[src/rtl/dbc_pkg.sv]
// dbc_pkg: constants and types for the dram bank command state logic
// assumes a 100 MHz command clock; timing figures in ns or cycles
package dbc_pkg;
  localparam int unsigned CLK_PERIOD_NS = 10;
  localparam int unsigned NUM_BANKS = 4;
  localparam int unsigned BANK_W = 2;
  // interval figures in ns
  localparam int unsigned PRECHARGE_TIME_NS = 20;
  localparam int unsigned ACTIVATE_TO_ACCESS_TIME_NS = 20;
  localparam int unsigned REFRESH_CYCLE_TIME_NS = 80;
  localparam int unsigned MODE_SET_TIME_NS = 20;
  localparam int unsigned SELF_REFRESH_EXIT_TIME_NS = 80;
  // least times round up to whole cycles
  localparam int unsigned PRECHARGE_CYC = (PRECHARGE_TIME_NS + CLK_PERIOD_NS - 1) / CLK_PERIOD_NS;
  localparam int unsigned ACT_CYC =
    (ACTIVATE_TO_ACCESS_TIME_NS + CLK_PERIOD_NS - 1) / CLK_PERIOD_NS;
  localparam int unsigned REFRESH_CYC =
    (REFRESH_CYCLE_TIME_NS + CLK_PERIOD_NS - 1) / CLK_PERIOD_NS;
  localparam int unsigned MODE_SET_CYC = (MODE_SET_TIME_NS + CLK_PERIOD_NS - 1) / CLK_PERIOD_NS;
  localparam int unsigned SR_EXIT_CYC =
    (SELF_REFRESH_EXIT_TIME_NS + CLK_PERIOD_NS - 1) / CLK_PERIOD_NS;
  localparam int unsigned BURST_CYC = 4;
  localparam int unsigned TMR_W = 8;
  localparam logic [TMR_W-1:0] TMR_ZERO = 8'h00;
  localparam logic [TMR_W-1:0] TMR_ONE = 8'h01;
  localparam logic [BANK_W-1:0] BANK_ZERO = 2'h0;
  localparam int unsigned AP_BIT = 10;
  // command codes: {select_n, row_strobe_n, column_strobe_n, write_enable_n}
  localparam logic [3:0] CMD_NOP = 4'h7;
  localparam logic [3:0] CMD_ACT = 4'h3;
  localparam logic [3:0] CMD_READ = 4'h5;
  localparam logic [3:0] CMD_WRITE = 4'h4;
  localparam logic [3:0] CMD_PRE = 4'h2;
  localparam logic [3:0] CMD_REF = 4'h1;
  localparam logic [3:0] CMD_MRS = 4'h0;
  localparam logic [3:0] CMD_BST = 4'h6;
  // per-bank states
  typedef enum logic [3:0] {
    BK_IDLE, BK_ACTIVATING, BK_ACTIVE, BK_READ, BK_WRITE,
    BK_READ_AP, BK_WRITE_AP, BK_PRECHARGING
  } dbc_bank_state_t;
  // device-wide states
  typedef enum logic [2:0] {
    DV_NORMAL, DV_REFRESHING, DV_MODE_SET, DV_PRECHARGE_PD, DV_ACTIVE_PD,
    DV_SELF_REFRESH, DV_SR_EXIT
  } dbc_dev_state_t;
endpackage : dbc_pkg

[src/rtl/dbc_bank.sv]
// dbc_bank: state and timer of one bank
// assumes commands are already decoded and qualified by the device logic
`timescale 1ns/10ps
module dbc_bank
  import dbc_pkg::*;
(
  input wire logic clock_i,
  input wire logic sys_rst_i,
  input wire logic act_i,
  input wire logic read_i,
  input wire logic write_i,
  input wire logic pre_i,
  input wire logic stop_i,
  input wire logic auto_pre_i,
  output dbc_bank_state_t state_o
);
  dbc_bank_state_t state_q, state_d;
  logic [TMR_W-1:0] tmr_q, tmr_d;
  wire logic expired = (tmr_q <= TMR_ONE);
  wire logic [TMR_W-1:0] tmr_dec = expired ? TMR_ZERO : tmr_q - TMR_ONE;
  // ************************************
  // next state
  // ************************************
  always_comb begin
    state_d = state_q;
    tmr_d = tmr_dec;
    unique case (state_q)
      BK_IDLE: begin
        if (act_i) begin
          state_d = BK_ACTIVATING;
          tmr_d = TMR_W'(ACT_CYC);
        end
      end
      BK_ACTIVATING: begin
        if (expired) state_d = BK_ACTIVE;
      end
      BK_ACTIVE, BK_READ, BK_WRITE: begin
        if (pre_i) begin
          state_d = BK_PRECHARGING;
          tmr_d = TMR_W'(PRECHARGE_CYC);
        end else if (read_i) begin
          state_d = auto_pre_i ? BK_READ_AP : BK_READ;
          tmr_d = TMR_W'(auto_pre_i ? BURST_CYC + PRECHARGE_CYC : BURST_CYC);
        end else if (write_i && state_q != BK_READ) begin
          state_d = auto_pre_i ? BK_WRITE_AP : BK_WRITE;
          tmr_d = TMR_W'(auto_pre_i ? BURST_CYC + PRECHARGE_CYC : BURST_CYC);
        end else if (stop_i && state_q == BK_READ) begin
          state_d = BK_ACTIVE;
        end else if (state_q != BK_ACTIVE && expired) begin
          state_d = BK_ACTIVE;
        end
      end
      BK_READ_AP, BK_WRITE_AP: begin
        if (expired) state_d = BK_IDLE;
      end
      BK_PRECHARGING: begin
        if (expired) state_d = BK_IDLE;
      end
      default: state_d = BK_IDLE;
    endcase
  end
  always_ff @(posedge clock_i) begin
    if (sys_rst_i) begin
      state_q <= BK_IDLE;
      tmr_q <= TMR_ZERO;
    end else begin
      state_q <= state_d;
      tmr_q <= tmr_d;
    end
  end
  assign state_o = state_q;
endmodule : dbc_bank

[src/rtl/dbc_top.sv]
// dbc_top: command decoder and state logic of a quad-bank ddr dram
// assumes the controller keeps its rules; commands sampled at each rising clock edge
// Function
// - act on previous and current clock enable plus current command
// - same-bank decoding only with enable high twice and self-refresh exit done
// - deselect and nop continue any operation in progress
// - activate opens a row in an idle bank
// - auto refresh and mode set only with all banks idle
// - read starts a read burst from row active or write burst
// - write starts a write burst from a row-active bank
// - precharge closes the open row of the selected bank or banks
// - read during read burst restarts a new read burst
// - precharge during read burst truncates it and precharges
// - burst terminate stops the most recent read burst, any bank
// - read or precharge truncates a write burst; controller masks data
// - idle after precharge time, active after activate-to-access time
// - auto-precharge access holds the bank for burst plus precharge time, then idle
// - refresh and mode set last their times, then all banks idle
// - unlisted state and command pairs are illegal; response undefined
// - reads and writes accept both auto-precharge forms
// - enable low with nop enters precharge or active power-down
// - enable high with nop exits power-down
`timescale 1ns/10ps
module dbc_top
  import dbc_pkg::*;
(
  input wire logic clock_i,
  input wire logic sys_rst_i,
  input wire logic clock_enable_i,
  input wire logic chip_select_n_i,
  input wire logic row_strobe_n_i,
  input wire logic column_strobe_n_i,
  input wire logic write_enable_n_i,
  input wire logic [BANK_W-1:0] bank_addr_i,
  input wire logic auto_pre_i,
  output dbc_dev_state_t dev_state_o,
  output logic [NUM_BANKS-1:0] bank_idle_o,
  output logic [NUM_BANKS-1:0] bank_open_o,
  output logic cmd_ready_o
);
  // ************************************
  // command decode
  // ************************************
  logic cke_prev_q;
  dbc_dev_state_t dev_q, dev_d;
  logic [TMR_W-1:0] dtmr_q, dtmr_d;
  dbc_bank_state_t bank_st [NUM_BANKS];
  logic [BANK_W-1:0] last_read_bank_q;
  logic last_read_valid_q;
  wire logic [3:0] cmd = {chip_select_n_i, row_strobe_n_i, column_strobe_n_i,
    write_enable_n_i};
  wire logic is_nop = chip_select_n_i || (cmd == CMD_NOP);
  wire logic cke_hh = cke_prev_q && clock_enable_i;
  wire logic cke_hl = cke_prev_q && !clock_enable_i;
  wire logic cke_lh = !cke_prev_q && clock_enable_i;
  wire logic dev_expired = (dtmr_q <= TMR_ONE);
  logic all_idle;
  logic any_open;
  always_comb begin
    all_idle = 1'b1;
    any_open = 1'b0;
    for (int i = 0; i < NUM_BANKS; i++) begin
      if (bank_st[i] != BK_IDLE) all_idle = 1'b0;
      if (bank_st[i] != BK_IDLE && bank_st[i] != BK_PRECHARGING) any_open = 1'b1;
    end
  end
  // same-bank decoding gated by enable history and device state
  wire logic exec_ok = cke_hh && (dev_q == DV_NORMAL) && !is_nop;
  wire logic do_act = exec_ok && (cmd == CMD_ACT);
  wire logic do_read = exec_ok && (cmd == CMD_READ);
  wire logic do_write = exec_ok && (cmd == CMD_WRITE);
  wire logic do_pre = exec_ok && (cmd == CMD_PRE);
  wire logic do_bst = exec_ok && (cmd == CMD_BST);
  wire logic do_ref = exec_ok && (cmd == CMD_REF) && all_idle;
  wire logic do_mrs = exec_ok && (cmd == CMD_MRS) && all_idle;
  wire logic sr_entry = cke_hl && (dev_q == DV_NORMAL) && !chip_select_n_i &&
    (cmd == CMD_REF) && all_idle;
  wire logic pd_entry = cke_hl && (dev_q == DV_NORMAL) && is_nop;
  // precharge all selected by the auto-precharge address line
  wire logic pre_all = do_pre && auto_pre_i;
  // ************************************
  // bank instances
  // ************************************
  genvar g;
  generate
    for (g = 0; g < NUM_BANKS; g++) begin : g_bank
      wire logic hit = (bank_addr_i == BANK_W'(g));
      wire logic stop = do_bst && last_read_valid_q &&
        (last_read_bank_q == BANK_W'(g));
      dbc_bank u_bank (
        .clock_i(clock_i),
        .sys_rst_i(sys_rst_i),
        .act_i(do_act && hit),
        .read_i(do_read && hit),
        .write_i(do_write && hit),
        .pre_i(pre_all || (do_pre && hit)),
        .stop_i(stop),
        .auto_pre_i(auto_pre_i),
        .state_o(bank_st[g])
      );
      assign bank_idle_o[g] = (bank_st[g] == BK_IDLE);
      assign bank_open_o[g] = (bank_st[g] != BK_IDLE) && (bank_st[g] != BK_PRECHARGING);
    end
  endgenerate
  // ************************************
  // device state
  // ************************************
  always_comb begin
    dev_d = dev_q;
    dtmr_d = dev_expired ? TMR_ZERO : dtmr_q - TMR_ONE;
    unique case (dev_q)
      DV_NORMAL: begin
        if (sr_entry) begin
          dev_d = DV_SELF_REFRESH;
        end else if (pd_entry) begin
          dev_d = any_open ? DV_ACTIVE_PD : DV_PRECHARGE_PD;
        end else if (do_ref) begin
          dev_d = DV_REFRESHING;
          dtmr_d = TMR_W'(REFRESH_CYC);
        end else if (do_mrs) begin
          dev_d = DV_MODE_SET;
          dtmr_d = TMR_W'(MODE_SET_CYC);
        end
      end
      DV_REFRESHING, DV_MODE_SET: begin
        if (dev_expired) dev_d = DV_NORMAL;
      end
      DV_PRECHARGE_PD, DV_ACTIVE_PD: begin
        if (cke_lh && is_nop) dev_d = DV_NORMAL;
      end
      DV_SELF_REFRESH: begin
        if (cke_lh && is_nop) begin
          dev_d = DV_SR_EXIT;
          dtmr_d = TMR_W'(SR_EXIT_CYC);
        end
      end
      DV_SR_EXIT: begin
        if (dev_expired) dev_d = DV_NORMAL;
      end
      default: dev_d = DV_NORMAL;
    endcase
  end
  always_ff @(posedge clock_i) begin
    if (sys_rst_i) begin
      cke_prev_q <= 1'b0;
      dev_q <= DV_NORMAL;
      dtmr_q <= TMR_ZERO;
    end else begin
      cke_prev_q <= clock_enable_i;
      dev_q <= dev_d;
      dtmr_q <= dtmr_d;
    end
  end
  // most recent read burst tracking
  always_ff @(posedge clock_i) begin
    if (sys_rst_i) begin
      last_read_valid_q <= 1'b0;
      last_read_bank_q <= BANK_ZERO;
    end else if (do_read && !auto_pre_i) begin
      last_read_valid_q <= 1'b1;
      last_read_bank_q <= bank_addr_i;
    end else if (do_bst || do_pre || do_write || do_act) begin
      last_read_valid_q <= do_act ? last_read_valid_q : 1'b0;
    end
  end
  assign dev_state_o = dev_q;
  assign cmd_ready_o = (dev_q == DV_NORMAL) && cke_prev_q;
endmodule : dbc_top

[config.mk]
export PLATFORM = sky130hd
export DESIGN_NAME = dbc_top
export DESIGN_NICKNAME = d
export VERILOG_FILES = /design/src/rtl/dbc_pkg.sv /design/src/rtl/dbc_bank.sv /design/src/rtl/dbc_top.sv
export SDC_FILE = /design/constraint.sdc
export NUM_CORES = 1
export LEC_CHECK = 0
export ABC_AREA = 1
export BUFFER_PORTS_ARGS = -buffer_cell sky130_fd_sc_hd__buf_4
export CAP_MARGIN = 0
export CORE_UTILIZATION = 35
export CTS_CLUSTER_DIAMETER = 60
export DETAILED_ROUTE_END_ITERATION = 8
export HOLD_SLACK_MARGIN = 0.06
export PLACE_DENSITY = 0.61
export RECOVER_POWER = 50
export SLEW_MARGIN = 20
export SYNTH_ARGS = -nofsm -noshare
export SYNTH_HDL_FRONTEND = slang
export SYNTH_HIERARCHICAL = 1
export SYNTH_SLANG_ARGS = --single-unit
export TNS_END_PERCENT = 10
[constraint.sdc]
create_clock -name clock_i -period 3.7 [get_ports clock_i]
set_input_delay 0.74 -clock clock_i [delete_from_list [all_inputs] [get_ports clock_i]]
set_output_delay 0.74 -clock clock_i [all_outputs]
set_load 0.02 [all_outputs]
After elaboration in Yosys (flattened, before gate mapping):

Cells that the tools add are included.

* flip-flop bits (word level): 63
* input bits: 10
* output and inout port bits: 12
* word-level logic and storage cells: 295

* add/subtract/negate cells: 5
* magnitude comparators: 5
* equal/unequal tests: 80
* multiplexer cells: 90
* reduce and logical (&&, ||, !) cells: 102

Operators with widths (number)
* two-way mux 8 bit: 26
* two-way mux 4 bit: 32
* == test 4 x 3 -> 1 bit (second input constant): 20
* one-hot mux 8 bit (2 select lines): 5
* one-hot mux 4 bit (4 select lines): 4
* logical AND 1 bit: 60
* == test 4 x 2 -> 1 bit (second input constant): 10
* less-or-equal comparator 8 x 1 -> 1 bit (second input constant): 5
* subtractor 8 x 1 -> 8 bit (second input constant): 5
* inequality test 4 x 2 -> 1 bit (second input constant): 8
* inequality test 2 x 1 -> 1 bit (second input constant): 14
* two-way mux 3 bit: 9
* OR reduction 3 bit: 9
* inequality test 6 x 1 -> 1 bit (second input constant): 4
* == test 4 x 1 -> 1 bit (second input constant): 5
* logical NOT 4 bit: 5
* AND reduction 4 bit: 5
* inequality test 4 x 3 -> 1 bit (second input constant): 4
* nonzero test 4 bit: 4
* one-hot mux 3 bit (4 select lines): 1
* two-way mux 1 bit: 11
* == test 3 bit (second input constant): 3
* == test 2 bit (second input constant): 4
* logical OR 1 bit: 8
* 12 further kinds: 21

Longest topological paths before layout:

Gate-level depths: netlist of run 1.

* word-level depth: 13
* depth in mapped cells: 17
* mapped depth without buffers: 17

Hierarchy:

Netlist of run 1, hierarchy kept.

By module, submodules not included
* dbc_bank (g_bank[0].u_bank ...): times used 3, cells each 119, area an instance 735.7 µm², seq. area each 220.2 µm²
* dbc_top: times used 1, cells each 226, area an instance 1307.5 µm², seq. area each 300.3 µm²
* dbc_bank (g_bank[3].u_bank): times used 1, cells each 121, area an instance 742.0 µm², seq. area each 220.2 µm²

Worst setup path after synthesis of run 1:

OpenSTA, ideal clock, no wires.

* kind: input port to flip-flop
* start point: input port chip_select_n_i
* end point: register g_bank[3].u_bank.state_q[0]
* setup time: 0.114 ns
* data arrival time: 2.087 ns
* required time: 3.586 ns
* slack: 1.499 ns
* stages on the path: 13
* buffers on the path: 0
* cells stage by stage: inv_1 nand2_4 nor2_8 nand3_2 nor2_1 inv_1 a21oi_1 nand3b_2 nor2_2 nand2_1 nand2_2 nor2_1 nor2_2

* cells in the longest elaborated chain, start to end: 13
* elaborated cells between the ends (all ways): 32
* those cells by class: eq/ne (8); mux (5); reduce/logical (19)

Ends and longest elaborated chain
* start: declaration: RTL line dbc_top.sv:30 `input wire logic chip_select_n_i,`
* == test 4 x 3 -> 1 bit: RTL line dbc_top.sv:52 `wire logic is_nop = chip_select_n_i || (cmd == CMD_NOP);`
* logical OR 1 bit: RTL line dbc_top.sv:52
* logical NOT 1 bit: RTL line dbc_top.sv:68 `wire logic exec_ok = cke_hh && (dev_q == DV_NORMAL) && !is_nop;`
* logical AND 1 bit: RTL line dbc_top.sv:68
* logical AND 1 bit: RTL line dbc_top.sv:73 `wire logic do_bst = exec_ok && (cmd == CMD_BST);`
* logical AND 1 bit (2 in a row): RTL line dbc_top.sv:88 `wire logic stop = do_bst && last_read_valid_q &&`
* logical AND 1 bit: RTL line dbc_bank.sv:47 `end else if (stop_i && state_q == BK_READ) begin`
* two-way mux 4 bit: RTL line dbc_bank.sv:47
* two-way mux 4 bit: RTL line dbc_bank.sv:44 `end else if (write_i && state_q != BK_READ) begin`
* two-way mux 4 bit: RTL line dbc_bank.sv:41 `end else if (read_i) begin`
* two-way mux 4 bit: RTL line dbc_bank.sv:38 `if (pre_i) begin`
* one-hot mux 4 bit (4 select lines): RTL line dbc_bank.sv:27 `unique case (state_q)`
* end signal: assignment: RTL line dbc_bank.sv:67 `state_q <= state_d;`
* end: declaration: RTL line dbc_bank.sv:17 `dbc_bank_state_t state_q, state_d;`

Several ways; a longest one is shown, not always the timed one.
A chain may end at the register's enable or synchronous reset.

Final worst setup path of run 1:

* start point: input port chip_select_n_i
* end point: register g_bank[3].u_bank.tmr_q[4]

* cells in the longest elaborated chain, start to end: 11
* elaborated cells between the ends (all ways): 24
* those cells by class: eq/ne (5); mux (5); reduce/logical (14)

Ends and longest elaborated chain
* == test 4 x 3 -> 1 bit: RTL line dbc_top.sv:52
* logical OR 1 bit: RTL line dbc_top.sv:52
* logical NOT 1 bit: RTL line dbc_top.sv:68
* logical AND 1 bit: RTL line dbc_top.sv:68
* logical AND 1 bit: RTL line dbc_top.sv:71 `wire logic do_write = exec_ok && (cmd == CMD_WRITE);`
* logical AND 1 bit: RTL line dbc_top.sv:95 `.write_i(do_write && hit),`
* logical AND 1 bit: RTL line dbc_bank.sv:44
* two-way mux 8 bit: RTL line dbc_bank.sv:44
* two-way mux 8 bit: RTL line dbc_bank.sv:41
* two-way mux 8 bit: RTL line dbc_bank.sv:38
* one-hot mux 8 bit (2 select lines) *: RTL line dbc_bank.sv:27
* end signal: assignment: RTL line dbc_bank.sv:68 `tmr_q <= tmr_d;`
* end: declaration: RTL line dbc_bank.sv:18 `logic [TMR_W-1:0] tmr_q, tmr_d;`

Mark *: on every way between the ends. The rest lies on a longest branch, timed or not.

==> impl_metrics.toml, run 1 <==
[worst_setup_path]
critPathRequiredTime_ns = 3.91
path_cells = "clkbuf_4, inv_1, nand2_4, nor2_1, nand4_1, nor2_1, inv_1, nand2_1, nor2_2, o211ai_2, nor2_1"
end_kind = "flop"
critPathKind = "in -> reg"
crit_slowest_cell = "nor2_1"
slowest_delay_ns = 0.38
crit_top_cell = "nor2_1"
crit_path_start_kind = "primary input"
cp.arrival_ns = 2.77
crit_path_max_fanout = 8

[job]
max_cap_viol_count = 0

[power]
power_density_nw_per_um2 = 838
vdd_drop_max_mv = 0.442
total_power_w = 0.00398
leakagePower_nw = 2.41

[timing]
fin_skew_ns = 0.00783
hold_viol = 0
slew-limit-headroom = 0.466
rsz0062_at_grt = "no"
setup-violations-final = 0
slew_violations = 0
tns_ns = 0
timing.final.crit_share = 0.691
max_freq_mhz = 391
post-route-min-period_ns = 2.56
worst_slew_pin_slew_ns = 0.800

[clock_tree]
cts_tree = "built"
insertion_delay_ns = 0.33
cts_made_buffers = 9
clk_path_buf_depth = 2
cts_sinks = 59
postCtsSetupRepairBufs = 0
cts.clk_slew.worst_paths_ns = 0.05
post_cts_resized = 0
htreeDepth = 3
cts_hold_buf = 0
root_buffer = "clkbuf_16"

[hold_path]
hold_path_class = "reg -> reg"

[global_route]
grt_pass1_wl_mm = 15.6
antenna_found_initial = 0
grt_max_degree = 16
overflow = 0
first_global_vias = 3632
grt_usage = 0.153

[die]
die_x_um = 112
die_area_um2 = 12600
pin_count = 22
die_h_um = 112
rows = 39
fp.coreArea_um2 = 11600
start_util = 0.367

[logic_synthesis]
ys_warn_count = 6
ys_ff_latch = 59
syn_nets = 724
ys_types = 34
synth.cell_area_um2 = 4260
yosys_most_used_dff = "dfxtp_1"
avgSynthCellArea_um2 = 6.05
synth_edf_count = 0
ys_seq_area_frac = 0.277
async_flop_share = 0
synth_cells = 704

[final_layout]
instances_no_fill = 879
nets = 752
layout_common_cells = "172 x nand2_1, 143 x nor2_1, 124 x inv_1"
drive_above_1_share = 0.0897
layout_commonest_cell = "nand2_1"
areaGrowthSynthToFinish_pct = 11.6
antenna_cells = 0

[placed_design]
dp_cells = 864
gp_congestion = 0.859
dpl.hpwl_mm = 6.93
port_buffers = 21

[routing]
drt-initial-drc-count = 211
ant_nets = 0
wl_per_cell_um = 10.1
via_per_inst = 4.56
vias = 4008
drt_wl_total_mm = 8.92
drt_drc_violations_left = 0
firstDrtPassIters = 4

[outcome]
status = "finished clean"
Yosys cell counts (all sizes together) (7+ instances only):
master | instances | share of area
nor2 | 156 | 0.15
nor3 | 12 | 0.014
o211ai | 7 | 0.017
nand2 | 179 | 0.16
nand4 | 14 | 0.022
a21oi | 42 | 0.054
inv | 130 | 0.11
nand3 | 26 | 0.038
xor2 | 23 | 0.047
dfxtp | 59 | 0.28
o21ai | 25 | 0.029
ha | 10 | 0.029
cell type report:
type / instances / area (µm²)
clock buffers: 10 / 229
inverters: 130 / 488
fillers: 1283 / 6860
flip-flops and latches: 59 / 1180
well taps: 143 / 179
repair buffers: 21 / 113
multi-input cells: 511 / 2510
clock inverters: 5 / 55.1
state kept, by name (all words and copies together) (netlist names):
register	count
last_read_valid_q	1
g_bank.u_bank/tmr_q	32
g_bank.u_bank/state_o	12
dtmr_q	8
cke_prev_q	1
last_read_bank_q	2
dev_state_o	3
metal layers:
| layer | vias up | GRT usage | wire [µm] |
|---|---|---|---|
| met1 | 1730 | 0.194 | 4580 |
| met2 | 54 | 0.249 | 3870 |
| met5 | - | 0 | 0 |
| li1 | 2214 | - | - |
| met4 | 0 | 0.0560 | 134 |
| met3 | 10 | 0.0405 | 330 |
per-stage QoR:
step / setup slack, ns / util / cell area (µm²) / hold WS, ns
floorplan: 1.50 / - / 4260 / 0.417
global placement: 1.11 / 0.393 / 4560 / 0.427
detailed placement: 1.08 / 0.393 / 4560 / 0.437
CTS: 1.42 / 0.417 / 4850 / 0.445
global route: 0.793 / 0.409 / 4750 / 0.466
finish: 1.14 / 0.409 / 4750 / 0.443
worst max-delay path, delay by kind of cell:
family | cells | cell delay (ns)
AO/OA/AOI/OAI | 1 | 0.27
buffers and inverters | 3 | 0.36
AND/OR/NAND/NOR | 7 | 1.39
kinds of logic (layout without fill, tap and decap cells):
logic type / Yosys count / after routing / synth area share
AOI/OAI and AO/OA: 79 / 79 / 0.113
xor gates and xnor gates: 27 / 27 / 0.0556
adders and majority gates: 10 / 10 / 0.0294
and+or+nand+nor: 391 / 391 / 0.399
DFF: 59 / 59 / 0.277
buffers and inverters: 134 / 166 / 0.122
other: 4 / 4 / 0.00353
path summary, 6_finish.rpt:
check,slack (ns),endpoint,depth (start not counted),from
worst max-delay path,1.14,g_bank[3].u_bank/tmr_q[4],11,chip_select_n_i
worst max register to register,1.14,g_bank[3].u_bank/tmr_q[4],10,dev_state_o[0]
worst min-delay path,0.44,g_bank[0].u_bank/tmr_q[0],1,g_bank[0].u_bank/tmr_q[0]
worst min register to register,0.44,g_bank[0].u_bank/tmr_q[0],1,g_bank[0].u_bank/tmr_q[0]
power breakdown:
| group | total (W) | leakage [nW] | switching [W] | internal (W) |
|---|---|---|---|---|
| clock network | 0.000801 | 0.134 | 0.000288 | 0.000514 |
| logic | 0.00218 | 1.79 | 0.00140 | 0.000783 |
| registers | 0.000999 | 0.485 | 0.000162 | 0.000837 |
Note: power is estimated with default switching activity, not from simulation.
==> inputs of run 2 (changes only) <==
==> constraint.sdc (replaced) <==
create_clock -name clock_i -period 2.48 [get_ports clock_i]
set_input_delay 0.496 -clock clock_i [delete_from_list [all_inputs] [get_ports clock_i]]
set_output_delay 0.496 -clock clock_i [all_outputs]
set_load 0.02 [all_outputs]
==> impl_metrics.toml, run 2 (synthesis results as in run 1) <==
[clock_tree]
cts.clk_slew.worst_paths_ns = 0.05
cts_made_buffers = 9
htreeDepth = 3
cts_sinks = 59
insertion_delay_ns = 0.33
cts_tree = "built"
root_buffer = "clkbuf_16"
cts_hold_buf = 0
postCtsSetupRepairBufs = 0
clk_path_buf_depth = 2
post_cts_resized = 0

[worst_setup_path]
crit_path_max_fanout = 8
startpoint = "dev_state_o[0]"
slowest_delay_ns = 0.39
crit_end = "g_bank[2].u_bank/tmr_q[4]"
critPathRequiredTime_ns = 2.69
ff2ff_path_depth = 10
r2r_slack_ns = 0.33
cp.arrival_ns = 2.35
reg2reg_from = "dev_state_o[0]"
crit_path_start_kind = "flop"
worstReg2RegEnd = "g_bank[2].u_bank/tmr_q[4]"
critPathKind = "reg -> reg"
path_cells = "nor2_4, nand3_4, nor2_8, nand4_1, nor2_1, inv_1, nand2_1, nor2_2, o211ai_2, nor2_1"
crit_top_cell = "nor2_1"
end_kind = "flop"
crit_slowest_cell = "dfxtp_1"

[timing]
slew-limit-headroom = 0.458
worst_slew_pin_slew_ns = 0.812
setup-violations-final = 0
post-route-min-period_ns = 2.15
hold_viol = 0
timing.final.crit_share = 0.866
slew_violations = 0
tns_ns = 0
fin_skew_ns = 0.0113
max_freq_mhz = 466
rsz0062_at_grt = "no"

[die]
fp.coreArea_um2 = 11600
die_h_um = 112
die_area_um2 = 12600
die_x_um = 112
start_util = 0.367
pin_count = 22
rows = 39

[global_route]
overflow = 0
first_global_vias = 3592
grt_usage = 0.157
antenna_found_initial = 0
grt_max_degree = 16
grt_pass1_wl_mm = 16.0

[final_layout]
drive_above_1_share = 0.0934
areaGrowthSynthToFinish_pct = 11.8
largest_reg_flops = 32
fin_area_um2 = 4760
antenna_cells = 0
layout_common_cells = "173 x nand2_1, 141 x nor2_1, 124 x inv_1"
top_register = "g_bank.u_bank/tmr_q"
post-route-util = 0.410
layout_commonest_cell = "nand2_1"
nets = 754

[power]
p_int_w = 0.00309
swShare = 0.475
p_seq_frac = 0.256
combinationalPowerShare = 0.557
vdd_drop_max_mv = 0.662
power_density_nw_per_um2 = 1240
leakagePower_nw = 2.44
p_switching_w = 0.00280
power_frac_clock = 0.187

[placed_design]
port_buffers = 21
gp_congestion = 0.813
dpl.hpwl_mm = 7.07
placedInstanceArea_um2 = 4580

[routing]
firstDrtPassIters = 5
ant_nets = 0
drt_drc_violations_left = 0
drt-initial-drc-count = 237
vias = 3916
via_per_inst = 4.44
wl_per_cell_um = 10.4
drt_wl_total_mm = 9.15

[outcome]
status = "finished clean"

[hold_path]
min-delay-start = "clock_enable_i"
hold_path_class = "in -> reg"
whs_path_depth = 3

[job]
max_cap_viol_count = 0
## run 2: changes by cell type in the layout (fill, tap and decap cells not counted), sizes merged
cell | previous run | this run
clkinv | 2 | 5
bufinv | 1 | 0
clkbuf | 23 | 22
buf | 8 | 11
clkinvlp | 2 | 1
## run 2: worst max-delay path: cells and delay by family, from the launching register on
family                 cells  cell delay, ns
flip-flops                 1            0.39
buffers and inverters      1            0.09
AND/OR/NAND/NOR            8            1.25
AO/OA/AOI/OAI              1            0.29
## run 2: per-layer routing
| metal | part of all wire | vias up | GRT usage |
|---|---|---|---|
| met4 | 0.012 | 0 | 0.0427 |
| met2 | 0.43 | 42 | 0.247 |
| met3 | 0.032 | 10 | 0.0400 |
| met5 | 0 | - | 0 |
| li1 | - | 2221 | - |
| met1 | 0.53 | 1643 | 0.213 |
## run 2: worst min-delay path by stage
stage	endpoint	slack, ns
after floorplan	g_bank[0].u_bank/tmr_q[0]	0.42
after global placement	g_bank[1].u_bank/tmr_q[0]	0.43
after detailed placement	g_bank[1].u_bank/tmr_q[0]	0.44
after CTS	cke_prev_q	0.40
after global routing	cke_prev_q	0.42
final	cke_prev_q	0.41
## run 2: stage by stage
stage / total power (W) / instances / hold slack, ns / worst slack [ns]
detailed placement: 0.00489 / 866 / 0.443 / 0.167
global route: 0.00659 / 882 / 0.420 / 0.0657
floorplan: 0.00422 / 704 / 0.417 / 0.523
CTS: 0.00604 / 882 / 0.397 / 0.349
global placement: 0.00490 / 866 / 0.429 / 0.196
finish: 0.00588 / 882 / 0.409 / 0.332
## run 2: power by group through the flow
stage                     sequential, W  combinational, W  clock (W)
after floorplan                 0.00149           0.00273          0
after global placement          0.00152           0.00338          0
after detailed placement        0.00152           0.00337          0
after CTS                       0.00150           0.00340    0.00114
after global routing            0.00155           0.00385    0.00119
final                           0.00150           0.00328    0.00110
## run 2: cell type report
type / instances / area (µm²)
clock inverters: 6 / 32.5
fillers: 1266 / 6850
well taps: 143 / 179
multi-input cells: 511 / 2520
clock buffers: 10 / 229
flip-flops and latches: 59 / 1180
repair buffers: 23 / 128
inverters: 130 / 488
